<file path="config.mk">
export PLATFORM = sky130hd
export DESIGN_NAME = system_clock_source_select
export DESIGN_NICKNAME = d
export VERILOG_FILES = /design/src/clk_src_pkg.sv /design/src/system_clock_source_select.sv
export VERILOG_INCLUDE_DIRS = /design/src
export SDC_FILE = /design/constraint.sdc
export NUM_CORES = 1
export LEC_CHECK = 0
export ABC_CLOCK_PERIOD_IN_PS = 3440
export CAP_MARGIN = 5
export CORE_AREA = 10 10 206 130
export CTS_BUF_LIST = sky130_fd_sc_hd__clkbuf_4 sky130_fd_sc_hd__clkbuf_8 sky130_fd_sc_hd__clkbuf_16
export DETAILED_ROUTE_END_ITERATION = 8
export DIE_AREA = 0 0 216 140
export DONT_BUFFER_PORTS = 1
export PLACE_DENSITY = 0.57
export SYNTH_ARGS = -nofsm -noshare
export SYNTH_HDL_FRONTEND = slang
export SYNTH_SLANG_ARGS = --single-unit
</file>
<file path="constraint.sdc">
create_clock -name ref_clk_i -period 3.44 [get_ports ref_clk_i]
set_clock_uncertainty 0.15 [all_clocks]
set_input_delay 0.172 -clock ref_clk_i [delete_from_list [all_inputs] [get_ports ref_clk_i]]
set_output_delay 0.172 -clock ref_clk_i [all_outputs]
set_load 0.01 [all_outputs]
</file>
<file path="src/clk_src_cfg.svh">
`ifndef CLK_SRC_CFG_SVH
`define CLK_SRC_CFG_SVH

// ----------------------------------------
// Register offsets
// ----------------------------------------
`define OFS_PIN_MUX_D     8'h00
`define OFS_MOD_CONF_ONE  8'h04
`define OFS_CAMERA_CLOCK_CONTROL  8'h08
`define OFS_GATE_CTRL     8'h0c
`define OFS_OSC_DELAY     8'h10
`define OFS_STATUS        8'h14
`define OFS_COMPAT_MODE   8'h18

// ----------------------------------------
// Field positions
// ----------------------------------------
`define BIT_OSC_PWRDN     0
`define BIT_OSC_TRISTATE  1
`define FLD_SDI_DIV_HI    19
`define FLD_SDI_DIV_LO    17
`define FLD_PER_DIV_HI    21
`define FLD_PER_DIV_LO    20
`define FLD_FREQ_HI       23
`define FLD_FREQ_LO       22
`define BIT_GPIO_IDLE     2

// ----------------------------------------
// Reset values and codes
// ----------------------------------------
`define PIN_MUX_OTHER     3'h0
`define PIN_MUX_SYSCLK    3'h6
`define MOD_CONF_RESET    32'h0000_0000
`define GATE_CTRL_RESET   8'h0f
`define FREQ_12MHZ        2'h0
`define FREQ_13MHZ        2'h1
`define FREQ_19M2HZ       2'h2
`define MODE_STABLE_CNT   3'h4

// ----------------------------------------
// Timing
// ----------------------------------------
`define REF_CLK_KHZ       125000
`define OSC_DELAY_MS      32
`define OSC_DELAY_CYCLES  (`OSC_DELAY_MS * `REF_CLK_KHZ)

`endif

</file>
<file path="src/clk_src_pkg.sv">
package clk_src_pkg;

  typedef enum logic {
    TMR_HOLD = 1'b0,
    TMR_DONE = 1'b1
  } tmr_state_t;

  typedef struct packed {
    logic sdi;
    logic gpio;
    logic divided;
    logic fixed;
  } clk_gate_t;

endpackage : clk_src_pkg

</file>
<file path="src/system_clock_source_select.sv">
// How it works
// Default mode: system clock 12, 13 or 19.2 MHz from oscillator pad or external.
// Dedicated clock ball reaches clock tree only when pin-mux field holds 110.
// Software sets pin-mux 110 before writing compatibility pattern in alternate mode.
// Main oscillator runs only while its power-down bit is 0.
// Tri-state bit at 1 disables oscillator even with power-down at 0.
// Tri-state bit at 1 turns oscillator input pad into a driven-low output.
// Alternate mode skips oscillator start-up delay; clock released at once.
// Alternate mode forces oscillator into low power, never used as source.
// Alternate mode supports only 19.2 MHz through the dedicated clock ball.
// Every output clock gated by hardware sleep or by software bit; only the four derived clocks are gated here, sysclk_o is not.
// Fixed peripheral clock derived from reference system clock, gateable.
// Divided peripheral clock made by dividing first generator output, gateable.
// Camera clock control bit 2 set holds GPIO functional clock idle.
// Serial display clock divided 1 to 8 by select bits 19:17.
// After reset delay timer loads 32 ms, withholds system clock until zero.
// Source mux picks dedicated ball in alternate mode, pad otherwise, when stable.
`timescale 1ns/1ps
`include "clk_src_cfg.svh"

module system_clock_source_select
  import clk_src_pkg::*;
#(
  parameter int unsigned OSC_DELAY_CYCLES = `OSC_DELAY_CYCLES
) (
  input  wire logic        ref_clk_i,
  input  wire logic        srst_i,
  input  wire logic [7:0]  reg_addr_i,
  input  wire logic [31:0] reg_wdata_i,
  input  wire logic        reg_wr_i,
  input  wire logic        reg_rd_i,
  output logic      [31:0] reg_rdata_o,
  input  wire logic        reset_mode_i,
  input  wire logic        dedicated_sysclk_input_i,
  input  wire logic        main_osc_input_pad_i,
  output logic             main_osc_input_pad_o,
  output logic             main_osc_input_pad_oe_o,
  input  wire logic        pm_sleep_i,
  input  wire logic        first_clock_generator_out_i,
  output logic             sysclk_o,
  output logic             sysclk_released_o,
  output logic             main_osc_enable_o,
  output logic             main_osc_lowpower_o,
  output logic             sysclk_ball_routed_o,
  output logic             fixed_cpu_periph_clock_o,
  output logic             divided_cpu_periph_clock_o,
  output logic             gpio_func_clock_o,
  output logic             serial_display_interface_clock_o
);

  // ----------------------------------------
  // Helpers
  // ----------------------------------------
  function automatic logic [2:0] div_step(input logic [2:0] cnt, input logic [2:0] lim);
    div_step = (cnt >= lim) ? 3'h0 : 3'(cnt + 3'h1);
  endfunction : div_step

  localparam logic [31:0] DELAY_LOAD = 32'(OSC_DELAY_CYCLES);

  // ----------------------------------------
  // Pin synchronisers
  // ----------------------------------------
  logic [3:0] pin_meta_r;
  logic [3:0] pin_sync_r;

  always_ff @(posedge ref_clk_i) begin
    if (srst_i) begin
      pin_meta_r <= 4'h0;
      pin_sync_r <= 4'h0;
    end else begin
      pin_meta_r <= {pm_sleep_i, main_osc_input_pad_i, dedicated_sysclk_input_i, reset_mode_i};
      pin_sync_r <= pin_meta_r;
    end
  end

  logic mode_sync;
  logic ded_sync;
  logic pad_sync;
  logic sleep_sync;
  assign mode_sync  = pin_sync_r[0];
  assign ded_sync   = pin_sync_r[1];
  assign pad_sync   = pin_sync_r[2];
  assign sleep_sync = pin_sync_r[3];

  // ----------------------------------------
  // Registers
  // ----------------------------------------
  logic [2:0]  pin_mux_field_d_r;
  logic [31:0] module_config_reg_one_r;
  logic [31:0] camera_clock_control_r;
  logic [7:0]  gate_ctrl_r;
  logic [31:0] compat_mode_r;

  always_ff @(posedge ref_clk_i) begin
    if (srst_i) begin
      pin_mux_field_d_r       <= `PIN_MUX_OTHER;
      module_config_reg_one_r <= `MOD_CONF_RESET;
      camera_clock_control_r  <= 32'h0;
      gate_ctrl_r             <= `GATE_CTRL_RESET;
      compat_mode_r           <= 32'h0;
    end else if (reg_wr_i) begin
      unique case (reg_addr_i)
        `OFS_PIN_MUX_D:    pin_mux_field_d_r       <= reg_wdata_i[2:0];
        `OFS_MOD_CONF_ONE: module_config_reg_one_r <= reg_wdata_i;
        `OFS_CAMERA_CLOCK_CONTROL: camera_clock_control_r  <= reg_wdata_i;
        `OFS_GATE_CTRL:    gate_ctrl_r             <= reg_wdata_i[7:0];
        `OFS_COMPAT_MODE:  compat_mode_r           <= reg_wdata_i;
        default: ;
      endcase
    end
  end

  logic       osc_pwrdn;
  logic       osc_tri;
  logic [2:0] sdi_ratio;
  logic [2:0] per_ratio;
  logic [1:0] freq_cfg;
  logic       mux_is_sysclk;
  assign osc_pwrdn     = module_config_reg_one_r[`BIT_OSC_PWRDN];
  assign osc_tri       = module_config_reg_one_r[`BIT_OSC_TRISTATE];
  assign sdi_ratio     = module_config_reg_one_r[`FLD_SDI_DIV_HI:`FLD_SDI_DIV_LO];
  assign per_ratio     = {1'b0, module_config_reg_one_r[`FLD_PER_DIV_HI:`FLD_PER_DIV_LO]};
  assign freq_cfg      = module_config_reg_one_r[`FLD_FREQ_HI:`FLD_FREQ_LO];
  assign mux_is_sysclk = (pin_mux_field_d_r == `PIN_MUX_SYSCLK);

  // ----------------------------------------
  // Reset mode, held until stable
  // ----------------------------------------
  // A glitch on the mode strap must not flip the clock source mid-cycle
  logic       sel_mode_r;
  logic       mode_prev_r;
  logic [2:0] mode_stable_r;

  always_ff @(posedge ref_clk_i) begin
    if (srst_i) begin
      mode_prev_r   <= 1'b0;
      mode_stable_r <= 3'h0;
    end else begin
      mode_prev_r   <= mode_sync;
      if (mode_sync != mode_prev_r) begin
        mode_stable_r <= 3'h0;
      end else if (mode_stable_r != `MODE_STABLE_CNT) begin
        mode_stable_r <= 3'(mode_stable_r + 3'h1);
      end
    end
  end

  always_ff @(posedge ref_clk_i) begin
    if (srst_i) begin
      sel_mode_r <= 1'b0;
    end else if (mode_stable_r == `MODE_STABLE_CNT) begin
      sel_mode_r <= mode_prev_r;
    end
  end

  // ----------------------------------------
  // Oscillator start-up delay
  // ----------------------------------------
  tmr_state_t  tmr_state_r;
  logic [31:0] delay_cnt_r;
  logic        released;

  always_ff @(posedge ref_clk_i) begin
    if (srst_i) begin
      delay_cnt_r <= DELAY_LOAD;
    end else if (reg_wr_i && reg_addr_i == `OFS_OSC_DELAY) begin
      delay_cnt_r <= reg_wdata_i;
    end else if (delay_cnt_r != 32'h0) begin
      delay_cnt_r <= delay_cnt_r - 32'h1;
    end
  end

  always_ff @(posedge ref_clk_i) begin
    if (srst_i) begin
      tmr_state_r <= TMR_HOLD;
    end else begin
      unique case (tmr_state_r)
        TMR_HOLD: if (delay_cnt_r == 32'h0) tmr_state_r <= TMR_DONE;
        TMR_DONE: tmr_state_r <= TMR_DONE;
      endcase
    end
  end

  // Alternate mode never waits on the timer
  assign released = (tmr_state_r == TMR_DONE) || sel_mode_r;

  // ----------------------------------------
  // Source selection and pads
  // ----------------------------------------
  logic src_level;
  logic src_prev_r;
  logic src_tick;
  assign src_level = sel_mode_r ? (ded_sync & mux_is_sysclk)
                                : (pad_sync & ~osc_tri);

  always_ff @(posedge ref_clk_i) begin
    if (srst_i) begin
      src_prev_r <= 1'b0;
    end else begin
      src_prev_r <= src_level;
    end
  end

  assign src_tick = src_level & ~src_prev_r & released;

  always_ff @(posedge ref_clk_i) begin
    if (srst_i) begin
      sysclk_o             <= 1'b0;
      sysclk_released_o    <= 1'b0;
      main_osc_enable_o    <= 1'b0;
      main_osc_lowpower_o  <= 1'b0;
      sysclk_ball_routed_o <= 1'b0;
    end else begin
      sysclk_o             <= src_level & released;
      sysclk_released_o    <= released;
      main_osc_enable_o    <= ~osc_pwrdn & ~osc_tri & ~sel_mode_r;
      main_osc_lowpower_o  <= sel_mode_r;
      sysclk_ball_routed_o <= mux_is_sysclk;
    end
  end

  // Pad driven low, so board pulldown sees no contention
  always_ff @(posedge ref_clk_i) begin
    if (srst_i) begin
      main_osc_input_pad_o    <= 1'b0;
      main_osc_input_pad_oe_o <= 1'b0;
    end else begin
      main_osc_input_pad_o    <= 1'b0;
      main_osc_input_pad_oe_o <= osc_tri;
    end
  end

  // ----------------------------------------
  // Derived clock enables and gating
  // ----------------------------------------
  clk_gate_t sw_run;
  clk_gate_t hw_sel;
  clk_gate_t run;
  assign sw_run = gate_ctrl_r[3:0];
  assign hw_sel = gate_ctrl_r[7:4];
  assign run    = (hw_sel & {4{~sleep_sync}}) | (~hw_sel & sw_run);

  logic [2:0] per_cnt_r;
  logic [2:0] sdi_cnt_r;

  always_ff @(posedge ref_clk_i) begin
    if (srst_i) begin
      per_cnt_r <= 3'h0;
    end else if (first_clock_generator_out_i) begin
      per_cnt_r <= div_step(per_cnt_r, per_ratio);
    end
  end

  always_ff @(posedge ref_clk_i) begin
    if (srst_i) begin
      sdi_cnt_r <= 3'h0;
    end else if (src_tick) begin
      sdi_cnt_r <= div_step(sdi_cnt_r, sdi_ratio);
    end
  end

  always_ff @(posedge ref_clk_i) begin
    if (srst_i) begin
      fixed_cpu_periph_clock_o         <= 1'b0;
      divided_cpu_periph_clock_o       <= 1'b0;
      gpio_func_clock_o                <= 1'b0;
      serial_display_interface_clock_o <= 1'b0;
    end else begin
      fixed_cpu_periph_clock_o         <= src_tick & run.fixed;
      divided_cpu_periph_clock_o       <= first_clock_generator_out_i & (per_cnt_r == per_ratio)
                                          & run.divided;
      gpio_func_clock_o                <= src_tick & run.gpio
                                          & ~camera_clock_control_r[`BIT_GPIO_IDLE];
      serial_display_interface_clock_o <= src_tick & (sdi_cnt_r == sdi_ratio) & run.sdi;
    end
  end

  // ----------------------------------------
  // Read path
  // ----------------------------------------
  logic [1:0]  freq_eff;
  logic [31:0] status;
  logic [31:0] rdata_nxt;
  assign freq_eff = sel_mode_r ? `FREQ_19M2HZ : freq_cfg;
  assign status   = {24'h0, freq_eff, mux_is_sysclk, src_level,
                     main_osc_enable_o, released, tmr_state_r, sel_mode_r};

  always_comb begin
    rdata_nxt = 32'h0;
    unique case (reg_addr_i)
      `OFS_PIN_MUX_D:    rdata_nxt = {29'h0, pin_mux_field_d_r};
      `OFS_MOD_CONF_ONE: rdata_nxt = module_config_reg_one_r;
      `OFS_CAMERA_CLOCK_CONTROL: rdata_nxt = camera_clock_control_r;
      `OFS_GATE_CTRL:    rdata_nxt = {24'h0, gate_ctrl_r};
      `OFS_OSC_DELAY:    rdata_nxt = delay_cnt_r;
      `OFS_STATUS:       rdata_nxt = status;
      `OFS_COMPAT_MODE:  rdata_nxt = compat_mode_r;
      default:           rdata_nxt = 32'h0;
    endcase
  end

  // Data stand only in the cycle after the strobe
  always_ff @(posedge ref_clk_i) begin
    if (srst_i) begin
      reg_rdata_o <= 32'h0;
    end else begin
      reg_rdata_o <= reg_rd_i ? rdata_nxt : 32'h0;
    end
  end
endmodule : system_clock_source_select

</file>
==> results.sh, run 1 <==
export IMPL_leakage_uw=0.00319
export IMPL_period_share_pct=75.7
export IMPL_coreArea_um2=22900
export IMPL_cp_start_kind="input port"
export IMPL_yosysWarnings=0
export IMPL_gp_congestion=0.859
export IMPL_die_w_um=216
export IMPL_ys_seq_elements=202
export IMPL_grt_pass1_wl_um=42000
export IMPL_vias=7349
export IMPL_cts_hold_fix_buffers=46
export IMPL_fillers=2292
export IMPL_grt_ovfl_total=0
export IMPL_min_path_cells=4
export IMPL_wl_um=26800
export IMPL_final_nets=1090
export IMPL_viasPerCell=5.41
export IMPL_hold_violations=0
export IMPL_initial_core_util_pct=36.6
export IMPL_synth_flop_cell="dfxtp_1"
export IMPL_fin_setup_tns_ns=0
export IMPL_clk_latency_ns=0.52
export IMPL_firstDrtPassIters=8
export IMPL_path_cells="dlygate4sd3_1 -> nor2_1 -> and4_1 -> nand2_1 -> buf_4 -> nand2_1 -> a21oi_1 -> dlygate4sd3_1"
export IMPL_critPathCaptureType="flip-flop"
export IMPL_critPathMaxFanout=32
export IMPL_cts_setup_buffers=0
export IMPL_synth_xor_area_share_pct=2.30
export IMPL_synthCells=1013
export IMPL_root_buffer="clkbuf_16"
export IMPL_layout_setup_ws_ns=0.835
export IMPL_ant_nets=0
export IMPL_rsz0062_at_grt="no"
export IMPL_fmax_mhz=384
export IMPL_maxCapViolCount=0
export IMPL_setup_violations=0
export IMPL_synthMuxAreaShare_pct=0.987
export IMPL_worst_r2r_cell_count=8
export IMPL_max_stage_delay_ns=0.68
export IMPL_drtIter0Drc=898
export IMPL_cts_max_path_buffers=3
export IMPL_worst_ep_arrival_time_ns=2.85
export IMPL_min_path_type="in -> reg"
export IMPL_yosysSeqAreaShare_pct=48.3
export IMPL_cts_buffers=20
export IMPL_dieArea_um2=30200
export IMPL_diodes=0
export IMPL_preCtsSetupSlack_ns=0.990
export IMPL_htreeDepth=1
export IMPL_synth_simple_area_share_pct=24.7
export IMPL_synth_area_um2=8360
export IMPL_fin_crit_ns=2.61
export IMPL_pwr_density_cell_nw_per_um2=510
export IMPL_post_cts_resized=0
export IMPL_grt_pass1_vias=7045
export IMPL_timing_worst_setup_path_type="in -> reg"
export IMPL_synth_distinct_cells=60
export IMPL_synth_edf_count=0
export IMPL_drcViolationCount=0
export IMPL_avgSynthCellArea_um2=8.26
export IMPL_synthAdderAreaFrac_pct=1.50
export IMPL_synth_compound_area_share_pct=17.8
export IMPL_antenna_found_initial=0
export IMPL_cts_tree="built"
export IMPL_cp_required_ns=3.68
export IMPL_synth_top_family_by_area="simple AND/OR/NAND/NOR gates"
export IMPL_portBuffers=0
export IMPL_slew_viol_final=0
export IMPL_slew_limit_headroom_pct=44.4
export IMPL_dp_hpwl_um=17800
export IMPL_die_h_um=140
export IMPL_num_rows=43
export IMPL_postSynth_asyncResetShare_pct=0
export IMPL_area_growth_syn_to_layout_pct=16.7
export IMPL_cts_num_sinks=202
export IMPL_synthesis_nets=1072
export IMPL_tightestPinTransition_ns=0.831
export IMPL_grt_max_degree=154
export IMPL_slowest_stage="dlygate4sd3_1"
export IMPL_routedWlPerCell_um=19.7
export IMPL_drive_gt1_share_pct=7.18
export IMPL_grt_usage_pct=17.1
export IMPL_ir_drop_v=0.000359
export IMPL_clk_pin_slew_ns=0.07
export IMPL_io_pins=92
export IMPL_outcome="completed"
## flip-flops by register name, indices dropped and copies added (netlist names), 3 cells and up
signal	flops
camera_clock_control_r	32
reg_rdata_o	32
pin_mux_field_d_r	3
compat_mode_r	32
pin_sync_r	4
pin_meta_r	4
gate_ctrl_r	8
mode_stable_r	3
module_config_reg_one_r	32
per_cnt_r	3
delay_cnt_r	32
sdi_cnt_r	3
## per-stage QoR
stage,cell area [um2],hold WS (ns),power [uW],util [%],std cells
floorplan,8360,0.131,2680,-,1013
detailed placement,8630,0.111,2700,37.7,1278
CTS,9760,0.00727,5020,42.7,1359
global placement,8630,0.109,2700,37.7,1278
finish,9760,0.0297,4980,42.7,1359
global route,9760,0.0275,5160,42.7,1359
## cell usage after synthesis, types with 3 or more instances
cell type	count	area, um2
nor4_2	3	37.5
xnor2_1	14	123
dfxtp_1	202	4040
nor3_1	18	90.1
a2111oi_0	4	35.0
and2_1	3	18.8
and3_1	7	43.8
a21oi_1	141	706
a222oi_1	30	300
a32oi_1	3	26.3
inv_1	14	52.6
clkbuf_1	53	199
and4_1	4	35.0
mux2i_1	6	60.1
a31oi_1	6	37.5
buf_1	4	15.0
nor4b_1	4	35.0
buf_2	14	70.1
nand4_1	10	62.6
or3_1	3	18.8
a211oi_1	15	113
or4_1	4	30.0
xor2_1	8	70.1
nand2b_1	6	37.5
a22oi_1	4	30.0
nor4_1	8	50.1
nor2b_1	14	87.6
nor2_1	51	191
nor3b_1	4	30.0
o21ai_0	18	90.1
nand2_1	262	983
nand4b_1	6	52.6
ha_1	10	125
nand3_1	25	125
a221oi_1	3	26.3
## final cells by class
cell class / instances / area [um2] / area share, %
Clock buffer: 30 / 594 / 6.09
Timing Repair Buffer: 70 / 658 / 6.74
Inverter: 14 / 52.6 / 0.538
Clock inverter: 5 / 61.3 / 0.628
Tap cell: 315 / 394 / 4.04
Sequential cell: 202 / 4040 / 41.4
Multi-Input combinational cell: 723 / 3960 / 40.6
## worst max-delay path: cells and delay by family
kind,cells,cell delay [ns]
and+or+nand+nor,4,1.05
buffers and inverters,3,1.55
AOI/OAI and AO/OA,1,0.06
## cell families after synthesis
| group | count (synthesis) |
|---|---|
| compound gates | 239 |
| xor+xnor | 22 |
| fa+ha+maj | 10 |
| buf+inv | 88 |
| flops | 202 |
| mux | 8 |
| other cells | 1 |
| simple gates | 443 |
## layer usage
layer / up-vias / track usage [%] / part of all wire (%)
li1: 3593 / - / -
met1: 3446 / 25.7 / 50
met2: 281 / 23.9 / 40
met3: 29 / 3.85 / 8.3
met4: 0 / 3.48 / 1.6
met5: - / 0 / 0
## report_power, final
| group | leakage [uW] | switching [uW] | internal [uW] |
|---|---|---|---|
| combinational | 0.00123 | 196 | 125 |
| sequential | 0.00163 | 56.9 | 2380 |
| clock | 0.000333 | 943 | 1270 |
## path summary, 6_finish.rpt
kind                       start                          to  slack (ns)
setup / recovery   reg_addr_i[2]  camera_clock_control_r[15]        0.83
hold / removal     reg_addr_i[2]              gate_ctrl_r[7]        0.03
setup reg to reg  delay_cnt_r[0]              delay_cnt_r[5]        0.97
hold reg to reg    pin_meta_r[2]               pin_sync_r[2]        0.29
## placed cells by master, fill, tap and decap left out, types with 6 or more instances in the layout
cell and count:
nand2_1 262, dfxtp_1 202, a21oi_1 141, nor2_1 51, dlygate4sd3_1 45, a222oi_1 30, nand3_1 25, buf_4 24
clkbuf_16 20, nor3_1 18, o21ai_0 18, a211oi_1 15, inv_1 14, xnor2_1 14, nor2b_1 14, nand4_1 10
ha_1 10, nor4_1 8, xor2_1 8, and3_1 7, clkbuf_4 7, nand4b_1 6, a31oi_1 6, nand2b_1 6
mux2i_1 6
(Power assumes the default switching activity.)
==> run 2, diff against run 1 <==
Settings changed: ABC_CLOCK_PERIOD_IN_PS 3440 to 2200, PLACE_DENSITY 0.57 to 0.58.
Clock period 3.44 ns to 2.2 ns, I/O delays scaled along.
==> run 2 against run 1 <==
  * Die area did not move
  * Utilization rose by 6.9 points
  * Final area rose by 16%
  * Cell count rose by 11%
  * Highest routed layer unchanged
  * Via count rose by 12%
  * Sequential power rose by 55%
  * Sequential cell count did not move
  * Setup slack got worse by 0.79 ns
  * Routed wire length rose by 14%
  * Register-to-register slack got worse by 0.92 ns
  * The run now ends with negative hold slack left
  * Global-route usage rose by 2.3 points
==> results.sh, run 2 (synthesized netlist as in run 1, its figures left out) <==
export IMPL_outcome="finished with violations"
export IMPL_violations="negative hold slack"
export IMPL_period_share_pct=97.9
export IMPL_die_h_um=140
export IMPL_cts_num_sinks=202
export IMPL_cts_tree="built"
export IMPL_fmax_mhz=464
export IMPL_routedWlPerCell_um=20.3
export IMPL_layout_setup_ws_ns=0.0460
export IMPL_drcViolationCount=0
export IMPL_htreeDepth=1
export IMPL_ant_nets=0
export IMPL_grt_busiest_layer="met2"
export IMPL_path_cells="and3b_1 -> buf_4 -> mux2_2 -> a32oi_1 -> dlygate4sd3_1 -> a31oi_1"
export IMPL_fin_setup_tns_ns=0
export IMPL_final_nets=1238
export IMPL_antenna_found_initial=1
export IMPL_drtIter0Drc=993
export IMPL_multi_input_area_um2=4020
export IMPL_cts_setup_buffers=0
export IMPL_dieArea_um2=30200
export IMPL_grt_pass1_wl_um=47100
export IMPL_tightestPinTransition_ns=0.749
export IMPL_grt_usage_pct=19.4
export IMPL_ir_drop_v=0.000498
export IMPL_hold_ws_ns=-0.0234
export IMPL_portBuffers=0
export IMPL_diodes=0
export IMPL_cp_start_kind="flip-flop"
export IMPL_hold_violations=4
export IMPL_cts_buffers=21
export IMPL_firstDrtPassIters=8
export IMPL_use_met2_pct=29.1
export IMPL_final_cells=1509
export IMPL_clk_pin_slew_ns=0.07
export IMPL_critPathTopFamily="buffers and inverters"
export IMPL_worst_ep_arrival_time_ns=2.38
export IMPL_finalPower_uw=8050
export IMPL_viasPerCell=5.46
export IMPL_ff_latch_area_um2=4040
export IMPL_slew_viol_final=0
export IMPL_slew_limit_headroom_pct=50.0
export IMPL_io_pins=92
export IMPL_layout_commonest_cell="nand2_1"
export IMPL_placed_cells=1319
export IMPL_min_path_type="in -> reg"
export IMPL_grt_pass1_vias=8044
export IMPL_use_met3_pct=3.87
export IMPL_max_stage_delay_ns=0.58
export IMPL_pwr_density_cell_nw_per_um2=709
export IMPL_drive_gt1_share_pct=11.1
export IMPL_fin_crit_ns=2.15
export IMPL_grt_ovfl_total=0
export IMPL_wl_um=30600
export IMPL_vias=8239
export IMPL_crit_path_end="reg_rdata_o[5]"
export IMPL_coreArea_um2=22900
export IMPL_final_cell_mix="262 x nand2_1, 202 x dfxtp_1, 147 x dlygate4sd3_1"
export IMPL_setup_violations=0
export IMPL_preCtsSetupSlack_ns=-0.0805
export IMPL_reg2reg_from="pin_mux_field_d_r[0]"
export IMPL_reg2reg_slack_ns=0.05
export IMPL_leakage_uw=0.00393
export IMPL_cts_max_path_buffers=3
export IMPL_clk_latency_ns=0.52
export IMPL_fillers=2226
export IMPL_cp_required_ns=2.43
export IMPL_gp_congestion=0.904
export IMPL_slowest_stage="dlygate4sd3_1"
export IMPL_reg2reg_to="reg_rdata_o[5]"
export IMPL_maxCapViolCount=0
export IMPL_worst_r2r_cell_count=6
export IMPL_area_growth_syn_to_layout_pct=35.7
export IMPL_initial_core_util_pct=36.6
export IMPL_crit_path_start="pin_mux_field_d_r[0]"
export IMPL_crit_buf_inv=2
export IMPL_rsz0062_at_grt="no"
export IMPL_cp_num_cells=6
export IMPL_critPathCaptureType="flip-flop"
export IMPL_root_buffer="clkbuf_16"
export IMPL_die_w_um=216
export IMPL_use_met1_pct=27.8
export IMPL_num_rows=43
export IMPL_critPathMaxFanout=3
export IMPL_grt_max_degree=109
export IMPL_dp_hpwl_um=18300
export IMPL_timing_worst_setup_path_type="reg -> reg"
-- run 2: repair_timing --
action,CTS,global route
hold buffers,150,1
endpoints found under the setup margin,12,46
pin swaps,0,2
cloned,0,2
endpoints found under the hold margin,172,1
resized for setup,2,17
-- run 2: final cells by class --
class / count / share of cell area [%]
timing repair buffer: 217 / 18.8
multi-input combinational: 723 / 35.4
clock inverter: 10 / 0.772
sequential: 202 / 35.6
clock buffer: 28 / 5.43
inverter: 14 / 0.463
tap: 315 / 3.47
-- run 2: how the worst min path moves through the flow --
stage / from / end / slack, ns / depth (start not counted)
2_1_floorplan: reg_wdata_i[12] / delay_cnt_r[12] / 0.07 / 2
3_5_place_dp: srst_i / gate_ctrl_r[4] / 0.05 / 1
5_1_grt: reg_wr_i / compat_mode_r[27] / 0.02 / 4
3_3_place_gp: srst_i / gate_ctrl_r[4] / 0.05 / 1
6_report: reg_wr_i / compat_mode_r[17] / -0.02 / 4
4_1_cts: reg_wr_i / module_config_reg_one_r[13] / 0.006 / 4
-- run 2: stage by stage --
step	util (%)	cell area, um2
CTS	49.2	11300
detailed placement	39.5	9030
floorplan	-	8360
global placement	39.5	9030
finish	49.6	11300
global route	49.6	11300
-- run 2: power breakdown --
part           total (uW)  switching, uW  internal, uW
Sequential           3790           67.5          3720
Combinational         605            322           283
Clock                3660           1560          2100
-- run 2: worst reg2reg max path, cell delays in order (launching register included) --
cell and delay (ns):
dfxtp_1 0.36, and3b_1 0.23, buf_4 0.17, mux2_2 0.26
a32oi_1 0.19, dlygate4sd3_1 0.58, a31oi_1 0.08
-- run 2: layer usage --
metal  vias up  wire (um)
met5         -          0
met3        45       2690
met2       378      13000
li1       3887          -
met4         0        614
met1      3929      14300
